==> src/common/status_fault_defs.svh <==
// constants for the status and fault reporting block
// assumes inclusion by the design file
`ifndef STATUS_FAULT_DEFS_SVH
`define STATUS_FAULT_DEFS_SVH

// ==========================================
// condition word bit positions
`define COND_VOLT_BIT 0
`define COND_PCC_BIT 1
`define COND_UNREG_BIT 2
`define COND_HVT_BIT 3
`define COND_THERM_BIT 4
`define COND_SENSE_BIT 5
`define COND_HCT_BIT 6
`define COND_ERROR_BIT 7
`define COND_SHUT_BIT 8
`define COND_NCC_BIT 9
`define COND_FAST_BIT 10
`define COND_STD_BIT 11

// ==========================================
// poll byte bit positions
`define POLL_FAULT_BIT 0
`define POLL_PWR_BIT 1
`define POLL_READY_BIT 4
`define POLL_ERROR_BIT 5
`define POLL_SVC_BIT 6

// ==========================================
// reset values and limits
`define COND_RESET 12'h000
`define ENABLE_RESET 12'h000
`define POLL_RESET 8'h00
`define ENABLE_MAX 16'h0fff

// ==========================================
// error codes
`define ERR_NONE 8'h00
`define ERR_NV_WRITE 8'h01
`define ERR_SECOND_PWR_REQ 8'h02
`define ERR_NO_RELAY_PWR 8'h04
`define ERR_NO_RELAY 8'h05
`define ERR_NOTHING_TO_SAY 8'h08
`define ERR_HEADER_EXP 8'h0a
`define ERR_BAD_HEADER 8'h0b
`define ERR_NUM_EXP 8'h14
`define ERR_NUM_SYNTAX 8'h15
`define ERR_NUM_RANGE 8'h16
`define ERR_COMMA 8'h1e
`define ERR_TERM 8'h1f
`define ERR_PARAM 8'h29
`define ERR_VOLT 8'h2a
`define ERR_CURR 8'h2b
`define ERR_HVSET 8'h2c
`define ERR_DELAY 8'h2d
`define ERR_MASK 8'h2e
`define ERR_NV_SUM 8'h33

`endif

==> src/common/status_fault_pkg.sv <==
// types for the status and fault reporting block
// assumes the defs header is on the include path
package status_fault_pkg;

   // ==========================================
   // live inputs from regulation and protection
   typedef struct packed {
      logic constant_voltage_state;
      logic positive_current_limit_state;
      logic negative_current_limit_state;
      logic unregulated;
      logic high_voltage_trip;
      logic thermal_trip;
      logic high_current_trip;
      logic sense_lead_open;
      logic external_shutdown;
      logic fast_response_mode;
      logic standard_response_mode;
   } supply_state_t;

   // ==========================================
   // one-cycle parser and checker events
   typedef struct packed {
      logic header_expected;
      logic bad_header;
      logic number_expected;
      logic number_syntax;
      logic number_range;
      logic comma_missing;
      logic term_missing;
      logic param_limit;
      logic volt_limit;
      logic curr_limit;
      logic hvset_limit;
      logic delay_limit;
      logic nv_write_fail;
      logic nv_sum_fail;
      logic talk_no_query;
   } parse_event_t;

   // ==========================================
   // one-cycle command strobes
   typedef struct packed {
      logic condition_enable_write;
      logic clear_command;
      logic error_query;
      logic fault_read;
      logic serial_poll;
      logic power_request_write;
      logic relay_power_on_setting;
      logic relay_command;
      logic service_request_write;
      logic self_test;
   } command_t;

   typedef enum logic [2:0] {
      TEST_IDLE = 3'b001,
      TEST_RUN = 3'b010,
      TEST_DONE = 3'b100
   } test_state_t;

endpackage : status_fault_pkg

==> src/status_fault_reporting.sv <==
// status words, poll byte, error code and self-test report
// assumes one-cycle command strobes from a command decoder
//
// Function
// - four twelve-bit words share one bit layout, bit 11 highest
// - bits 0, 1, 9 follow voltage, positive and negative current regulation
// - bit 2 set while output is unregulated
// - bits 3, 4, 6 flag voltage, thermal and current trips
// - bit 5 flags an open sense lead
// - bit 7 set on programming error, cleared by error query only
// - bit 8 set while external shutdown holds output off
// - bit 10 fast mode, bit 11 normal mode on dual-mode variants
// - enable mask written as weight sum gates fault bits
// - mask value out of limits rejected with code 46
// - poll bit 0 while fault word nonzero, cleared by fault read
// - poll bit 1 set at power-on, cleared by clear command
// - poll bit 4 low while busy, high when done
// - poll bit 5 follows the pending error, one cycle ahead of condition bit 7
// - poll bit 6 set on service request, cleared by serial poll
// - self-test query returns failure result, five digits
// - parser codes 10, 11, 20, 21, 22
// - parser codes 30 comma, 31 terminator
// - code 8 when talked without query
// - second power-on service setting gives code 2
// - without relay option codes 4 and 5
// - limit codes 41 to 45
// - codes 1 and 51 for memory faults, 0 none pending
// - service requests for enabled faults when enabled, off at init
`timescale 1ns/1ps
`include "status_fault_defs.svh"

module status_fault_reporting
   import status_fault_pkg::*;
#(
   parameter int WORD_W = 12,
   parameter int TEST_W = 17,
   parameter bit DUAL_MODE = 1'b1,
   parameter bit RELAY_FITTED = 1'b0
) (
   input wire logic clk,
   input wire logic rst,
   input wire supply_state_t supply_state,
   input wire parse_event_t parse_event,
   input wire command_t command,
   input wire logic [15:0] command_value,
   input wire logic busy,
   input wire logic [TEST_W-1:0] test_failures,
   input wire logic test_finished,
   output logic [11:0] condition_status_word,
   output logic [11:0] accumulated_condition_word,
   output logic [11:0] masked_condition_word,
   output logic [11:0] condition_enable_word,
   output logic [7:0] poll_summary_byte,
   output logic [7:0] error_code,
   output logic [TEST_W-1:0] test_result,
   output logic test_start,
   output logic test_valid,
   output logic service_request
);

   // ==========================================
   // parameter checks
   if (WORD_W != 12) begin : g_bad_word
      $error("word width must be 12");
   end
   if (TEST_W < 1 || TEST_W > 17) begin : g_bad_test
      $error("test result width out of range");
   end

   // ==========================================
   // live condition vector
   function automatic logic [11:0] live_conditions(input supply_state_t s, input logic err, input bit dual);
      logic [11:0] c;
      c = `COND_RESET;
      c[`COND_VOLT_BIT] = s.constant_voltage_state;
      c[`COND_PCC_BIT] = s.positive_current_limit_state;
      c[`COND_NCC_BIT] = s.negative_current_limit_state;
      c[`COND_UNREG_BIT] = s.unregulated;
      c[`COND_HVT_BIT] = s.high_voltage_trip;
      c[`COND_THERM_BIT] = s.thermal_trip;
      c[`COND_HCT_BIT] = s.high_current_trip;
      c[`COND_SENSE_BIT] = s.sense_lead_open;
      c[`COND_ERROR_BIT] = err;
      c[`COND_SHUT_BIT] = s.external_shutdown;
      c[`COND_FAST_BIT] = dual & s.fast_response_mode;
      c[`COND_STD_BIT] = dual & s.standard_response_mode;
      return c;
   endfunction : live_conditions

   logic error_pending;
   logic [11:0] next_condition;
   logic new_error;
   logic [7:0] next_error_code;
   logic power_request_seen;
   logic service_request_enable;
   logic fault_any;
   logic [11:0] fault_set;
   logic mask_bad;
   logic [TEST_W-1:0] fail_latched;
   test_state_t test_state;
   logic masked_condition_summary;
   logic power_up_seen;
   logic ready_flag;
   logic error_flag;
   logic service_request_flag;

   assign next_condition = live_conditions(supply_state, error_pending, DUAL_MODE);
   assign mask_bad = command.condition_enable_write && (command_value > `ENABLE_MAX);

   // ==========================================
   // error code selection
   always_comb begin
      next_error_code = `ERR_NONE;
      if (parse_event.header_expected) next_error_code = `ERR_HEADER_EXP;
      else if (parse_event.bad_header) next_error_code = `ERR_BAD_HEADER;
      else if (parse_event.number_expected) next_error_code = `ERR_NUM_EXP;
      else if (parse_event.number_syntax) next_error_code = `ERR_NUM_SYNTAX;
      else if (parse_event.number_range) next_error_code = `ERR_NUM_RANGE;
      else if (parse_event.comma_missing) next_error_code = `ERR_COMMA;
      else if (parse_event.term_missing) next_error_code = `ERR_TERM;
      else if (parse_event.param_limit) next_error_code = `ERR_PARAM;
      else if (parse_event.volt_limit) next_error_code = `ERR_VOLT;
      else if (parse_event.curr_limit) next_error_code = `ERR_CURR;
      else if (parse_event.hvset_limit) next_error_code = `ERR_HVSET;
      else if (parse_event.delay_limit) next_error_code = `ERR_DELAY;
      else if (mask_bad) next_error_code = `ERR_MASK;
      else if (parse_event.nv_write_fail) next_error_code = `ERR_NV_WRITE;
      else if (parse_event.nv_sum_fail) next_error_code = `ERR_NV_SUM;
      else if (parse_event.talk_no_query) next_error_code = `ERR_NOTHING_TO_SAY;
      else if (command.power_request_write && power_request_seen) next_error_code = `ERR_SECOND_PWR_REQ;
      else if (!RELAY_FITTED && command.relay_power_on_setting) next_error_code = `ERR_NO_RELAY_PWR;
      else if (!RELAY_FITTED && command.relay_command) next_error_code = `ERR_NO_RELAY;
   end
   assign new_error = (next_error_code != `ERR_NONE);

   // ==========================================
   // error code and error bit
   always_ff @(posedge clk or posedge rst) begin
      if (rst) begin
         error_code <= `ERR_NONE;
      end else if (new_error) begin
         error_code <= next_error_code;
      end else if (command.error_query) begin
         error_code <= `ERR_NONE;
      end
   end

   always_ff @(posedge clk or posedge rst) begin
      if (rst) begin
         error_pending <= 1'b0;
      end else if (new_error) begin
         error_pending <= 1'b1;
      end else if (command.error_query) begin
         error_pending <= 1'b0;
      end
   end

   always_ff @(posedge clk or posedge rst) begin
      if (rst) begin
         power_request_seen <= 1'b0;
      end else if (command.power_request_write) begin
         power_request_seen <= 1'b1;
      end
   end

   // ==========================================
   // condition and accumulated words
   always_ff @(posedge clk or posedge rst) begin
      if (rst) begin
         condition_status_word <= `COND_RESET;
      end else begin
         condition_status_word <= next_condition;
      end
   end

   // sticky copy of every condition seen
   always_ff @(posedge clk or posedge rst) begin
      if (rst) begin
         accumulated_condition_word <= `COND_RESET;
      end else begin
         accumulated_condition_word <= accumulated_condition_word | next_condition;
      end
   end

   // ==========================================
   // enable mask
   always_ff @(posedge clk or posedge rst) begin
      if (rst) begin
         condition_enable_word <= `ENABLE_RESET;
      end else if (command.condition_enable_write) begin
         if (!mask_bad) condition_enable_word <= command_value[11:0];
      end
   end

   // ==========================================
   // fault word
   // enabled conditions only
   assign fault_set = next_condition & condition_enable_word;
   generate
      for (genvar i = 0; i < WORD_W; i++) begin : g_fault
         always_ff @(posedge clk or posedge rst) begin
            if (rst) begin
               masked_condition_word[i] <= 1'b0;
            end else if (fault_set[i]) begin
               masked_condition_word[i] <= 1'b1;
            end else if (command.fault_read) begin
               masked_condition_word[i] <= 1'b0;
            end
         end
      end
   endgenerate
   assign fault_any = |fault_set || (|masked_condition_word && !command.fault_read);

   // ==========================================
   // service request enable
   always_ff @(posedge clk or posedge rst) begin
      if (rst) begin
         service_request_enable <= 1'b0;
      end else if (command.service_request_write) begin
         service_request_enable <= command_value[0];
      end
   end

   // ==========================================
   // poll summary byte
   // fault summary
   always_ff @(posedge clk or posedge rst) begin
      if (rst) begin
         masked_condition_summary <= 1'b0;
      end else begin
         masked_condition_summary <= fault_any;
      end
   end

   // set at power-on, clear command clears
   always_ff @(posedge clk or posedge rst) begin
      if (rst) begin
         power_up_seen <= 1'b1;
      end else if (command.clear_command) begin
         power_up_seen <= 1'b0;
      end
   end

   always_ff @(posedge clk or posedge rst) begin
      if (rst) begin
         ready_flag <= 1'b0;
      end else begin
         ready_flag <= !busy;
      end
   end

   always_ff @(posedge clk or posedge rst) begin
      if (rst) begin
         error_flag <= 1'b0;
      end else begin
         error_flag <= new_error || (error_pending && !command.error_query);
      end
   end

   always_ff @(posedge clk or posedge rst) begin
      if (rst) begin
         service_request_flag <= 1'b0;
      end else if (service_request_enable && |fault_set) begin
         service_request_flag <= 1'b1;
      end else if (command.serial_poll) begin
         service_request_flag <= 1'b0;
      end
   end

   // unused poll bits read as zero
   always_comb begin
      poll_summary_byte = `POLL_RESET;
      poll_summary_byte[`POLL_FAULT_BIT] = masked_condition_summary;
      poll_summary_byte[`POLL_PWR_BIT] = power_up_seen;
      poll_summary_byte[`POLL_READY_BIT] = ready_flag;
      poll_summary_byte[`POLL_ERROR_BIT] = error_flag;
      poll_summary_byte[`POLL_SVC_BIT] = service_request_flag;
   end
   assign service_request = service_request_flag;

   // ==========================================
   // self-test sequencer
   always_ff @(posedge clk or posedge rst) begin
      if (rst) begin
         test_state <= TEST_IDLE;
      end else begin
         case (test_state)
            TEST_IDLE: begin
               if (command.self_test) test_state <= TEST_RUN;
            end
            TEST_RUN: begin
               if (test_finished) test_state <= TEST_DONE;
            end
            // a new query right after a result starts at once
            TEST_DONE: begin
               if (command.self_test) test_state <= TEST_RUN;
               else test_state <= TEST_IDLE;
            end
            default: test_state <= TEST_IDLE;
         endcase
      end
   end

   always_ff @(posedge clk or posedge rst) begin
      if (rst) begin
         fail_latched <= '0;
      end else if (test_state == TEST_RUN) begin
         fail_latched <= fail_latched | test_failures;
      end else begin
         fail_latched <= '0;
      end
   end

   // result held until the next run ends
   always_ff @(posedge clk or posedge rst) begin
      if (rst) begin
         test_result <= '0;
      end else if (test_state == TEST_RUN && test_finished) begin
         test_result <= fail_latched | test_failures;
      end
   end
   assign test_start = (test_state == TEST_RUN);
   assign test_valid = (test_state == TEST_DONE);

endmodule : status_fault_reporting

==> config.mk <==
export PLATFORM = sky130hd
export DESIGN_NAME = status_fault_reporting
export DESIGN_NICKNAME = d
export VERILOG_FILES = /design/src/common/status_fault_pkg.sv /design/src/status_fault_reporting.sv
export VERILOG_INCLUDE_DIRS = /design/src /design/src/common
export SDC_FILE = /design/constraint.sdc
export NUM_CORES = 1
export LEC_CHECK = 0
export ABC_AREA = 1
export BUFFER_PORTS_ARGS = -buffer_cell sky130_fd_sc_hd__buf_2
export CAP_MARGIN = 20
export CELL_PAD_IN_SITES_DETAIL_PLACEMENT = 0
export CELL_PAD_IN_SITES_GLOBAL_PLACEMENT = 2
export CORE_MARGIN = 3
export CORE_UTILIZATION = 26
export CTS_CLUSTER_DIAMETER = 60
export DETAILED_ROUTE_END_ITERATION = 10
export PLACE_DENSITY_LB_ADDON = 0.1
export SKIP_LAST_GASP = 1
export SYNTH_ARGS = -nofsm -noshare
export SYNTH_HDL_FRONTEND = slang
export SYNTH_SLANG_ARGS = --single-unit
==> constraint.sdc <==
create_clock -name clk -period 3.4 [get_ports clk]
set_input_delay 0.68 -clock clk [delete_from_list [all_inputs] [get_ports clk]]
set_output_delay 0.68 -clock clk [all_outputs]
set_load 0.03 [all_outputs]
Word-level counts from Yosys, hierarchy flattened. Index checks and enable logic that the tools add are counted. Widths: inputs -> output; s select.

Bits in registers: 101. Output and inout bits: 84. Input bits: 73. Word-level logic and storage cells: 110.

Reduce and logical (&&, ||, !) cells: 30. Muxes and demuxes: 43. Magnitude comparators: 1. Bitwise operators: 4. Equal/unequal tests: 5.

Operators with widths (number): $mux 6 (15); $reduce_bool 2->1 (14); $reduce_or 12->1 (2); $mux 1 (17); $mux 17 (1); $or 17x17->17 (1); $gt 16x12->1 const B (1); $mux 8 (2); $mux 3 (5); $and 12x12->12 (1); $or 12x12->12 (1); $pmux 3 s3 (1); $reduce_bool 8->1 (1); $logic_and 1x1->1 (6); $mux 4 (1); $ne 2x2->1 const B (2); $reduce_and 2->1 (2); $eq 3x1->1 const B (1); $eq 3x2->1 const B (1); $eq 3x3->1 const B (1); $logic_not 1->1 (3); $logic_or 1x1->1 (2); $mux 2 (1); $not 1->1 (1).

Depth between registers and ports, before layout.
Word-level depth: 21. Gate-level depth with buffers: 16.

Worst setup path after synthesis. No wires, ideal clock.

Path kind: reg2reg. Start point: reg test_state[2]. End point: reg test_result[3]. Cell stages (with the launch flop): 6. Library setup time: 135 ps. Required time: 3265 ps. Arrival time: 1826 ps. Setup slack: 1440 ps. Cells stage by stage: dfrtp_1 > nor3_1 > inv_2 > clkbuf_1 > o21ai_0 > o31ai_1.

Longest elaborated chain between the ends: 2.

RTL lines: start, declared (line status_fault_reporting.sv:100) `test_state_t test_state;`; start signal, assigned (line status_fault_reporting.sv:285) `test_state <= TEST_IDLE;`; start signal, assigned (line status_fault_reporting.sv:289) `if (command.self_test) test_state <= TEST_RUN;`; start signal, assigned (line status_fault_reporting.sv:292) `if (test_finished) test_state <= TEST_DONE;`; $eq 3x2->1; net test_start (line status_fault_reporting.sv:56) `output logic test_start,`; $logic_and 1x1->1 (line status_fault_reporting.sv:318) `end else if (test_state == TEST_RUN && test_finished) begin`; end signal, assigned (line status_fault_reporting.sv:319) `test_result <= fail_latched | test_failures;`; end, declared (line status_fault_reporting.sv:55) `output logic [TEST_W-1:0] test_result,`.

The timed path passes the listed nets, and every way through them passes these cells. A chain may end at the register's enable or synchronous reset.

Worst setup path after layout.
Start point: reg test_state[2]. End point: out test_start.

Longest elaborated chain between the ends: 1.

RTL lines: $eq 3x2->1 (line status_fault_reporting.sv:322) `assign test_start = (test_state == TEST_RUN);`; end, declared (line status_fault_reporting.sv:56).

No other way between the ends.

==> run metrics <==
status=complete, no violations; GRT Total Usage=0.124; slew margin rel.=0.447; min-delay worst type=in2async; final wirelength=10000 um; worst setup skew after layout=0.00440 ns; Worst-Skew Late Latency=0.34 ns; leakage=0.00256 uW; clk buf depth=2; GR Overflow Total=0; GP Congestion=between 0.7 and 0.8; Hold Vio Cnt, Final=0; postcts setup bufs=0; worst-path fanout max=3; Seq pwr share=0.416; top cells by area, synth=dfrtp_1 62%, nand2_1 5.0%, nor2_1 4.5%; Mapped Cells=377; Starting Density=0.267; startpoint types=flip-flop; Gate power share=0.284; fillers=1532; Inserted Diodes=0; Die H=129 um; setup_tns=0 ns; Synth top cells by count=97 x dfrtp_1, 52 x nand2_1, 47 x nor2_1; min cycle time layout=2.04 ns; drc violations=0; top_reg_cell synth=dfrtp_1; number of synthesized flops with an enable pin=0; RSZ-0062 raised after global routing=no; Initial DRC Count=203; Sw Share=0.354; vias per inst=4.33; Core Area=14600 sq um; Highest Clock Rate=490 MHz; reg2reg start=test_state[2]; post-place setup slack=1.19 ns; fin nets=597; H-tree depth=3; share of cells above drive strength 1=0.395; Yosys warning count=0; max_cap viols=0; PwrDens=between 700 and 800 nW/um^2; antenna violations before repair=0; CP Class=reg2out; Seq. cell area=2480 sq um; Synth top area share=0.621; CTS tree=done; ys async rst share=1.00; Worst Tran Pin Value=0.828 ns; peak supply drop=0.230 mV; number of global-route vias before repair=2995; hold buffer count at CTS=0; register bit total from synthesis=a little under 100; CP Data Arrival Time=1.36 ns; Total Power=3630 uW; crit path from=test_state[2]; Psw=1280 uW; final worst slack=~1.4 ns; hold slack=0.394 ns; Worst EP required=2.72 ns; Int Pwr=2350 uW; CTS root buf=clkbuf_16; port bufs=around 150; clock share of power=0.299; Worst setup EP type=primary output; num ports=around 160; Pins Over Slew Limit=0; register area share after synthesis=0.634; Final setup viols=0; drt first pass iters=4; first-pass GRT wire length=15700 um; area leader, netlist=dfrtp_1; area grow syn2layout=31.3%; clk slew on worst S/H paths=0.07 ns; DP HPWL=about 7600 um; die area=16500 sq um; CTS sink cnt=99; CTS resizes=0; most numerous cell in the Yosys netlist=dfrtp_1; footprint of the multi-input gates=1170 sq um; Avg Cell Area, Syn=between 10 and 15 sq um; WL/cell=between 10 and 15 um; CTS buffer count=9; largest net degree at the start of global routing=55; cell area after synthesis=approximately 3900 sq um; Synth cell types=30; row count=44; Antenna Nets Post-Route=0; Final period util=0.600; Die Span X=between 100 and 150 um; Vias=3086
## path summary, 6_finish.rpt
path | endpoint | slack, ns | cells after the start
worst max-delay path | test_start | 1.36 | 2
min in group clk | power_up_seen | 0.44 | 2
max in group asynchronous | condition_enable_word[8] | 2.29 | 3
worst max register to register | test_result[5] | 1.70 | 4
worst min register to register | power_up_seen | 0.44 | 2
worst min-delay path | fail_latched[4] | 0.39 | 2
## layout make-up
cell class	instances	area share
clock inverter	7	0.0180
multi-input combinational	220	0.227
tap	184	0.0448
clock buffer	9	0.0439
inverter	41	0.0305
timing repair buffer	153	0.153
sequential	99	0.483
## registers in the layout, indices dropped and copies added, names as in the netlist
signal,flops
test_result,17
error_flag,1
service_request_enable,1
error_code,6
condition_enable_word,12
power_up_seen,1
power_request_seen,1
ready_flag,1
error_pending,1
masked_condition_word,12
service_request,1
masked_condition_summary,1
condition_status_word,12
accumulated_condition_word,12
test_state,3
fail_latched,17
## layer usage
metal / routed length (um) / global-route usage
met5: 0 / 0
met4: 169 / 0.0476
met3: 675 / 0.0390
met2: 4670 / 0.193
met1: 4520 / 0.161
## metrics by stage
stage	cell area, sq um	utilization	instances
4_1_cts	5130	0.351	713
6_report	5130	0.351	713
3_3_place_gp	4820	0.329	697
2_1_floorplan	3930	-	381
3_5_place_dp	4820	0.329	697
5_1_grt	5130	0.351	713
## power groups by stage
stage / clock, uW / sequential (uW) / combinational [uW]
3_3_place_gp: 0 / 1530 / 1040
3_5_place_dp: 0 / 1540 / 1050
2_1_floorplan: 0 / 1860 / 380
4_1_cts: 1130 / 1520 / 1050
5_1_grt: 1190 / 1540 / 1130
6_report: 1090 / 1510 / 1030
## logic make-up after synthesis
logic type             synth area share
AO/OA/AOI/OAI                    0.0880
AND/OR/NAND/NOR                   0.171
multiplexers                     0.0346
other                          0.000959
buffers and inverters            0.0710
flip-flops                        0.634
## critical path: stages, from the launching register on
cell and delay, ns:
dfrtp_1 0.40, nor3_1 0.35, buf_2 0.27
## placed cells by master, fill, tap and decap left out, types with 3 or more instances in the layout
cell and instances:
buf_2 151, dfrtp_1 97, nand2_1 52, nor2_1 47, inv_1 37, o21ai_0 29, o31ai_1 18, or2_2 14
nand4_1 12, mux2_2 12, clkbuf_16 9, nor3_1 7, nand3_1 6, conb_1 5, o21ai_1 4, nor2_2 3
clkinvlp_4 3
Power figures use the tool's default switching activity.
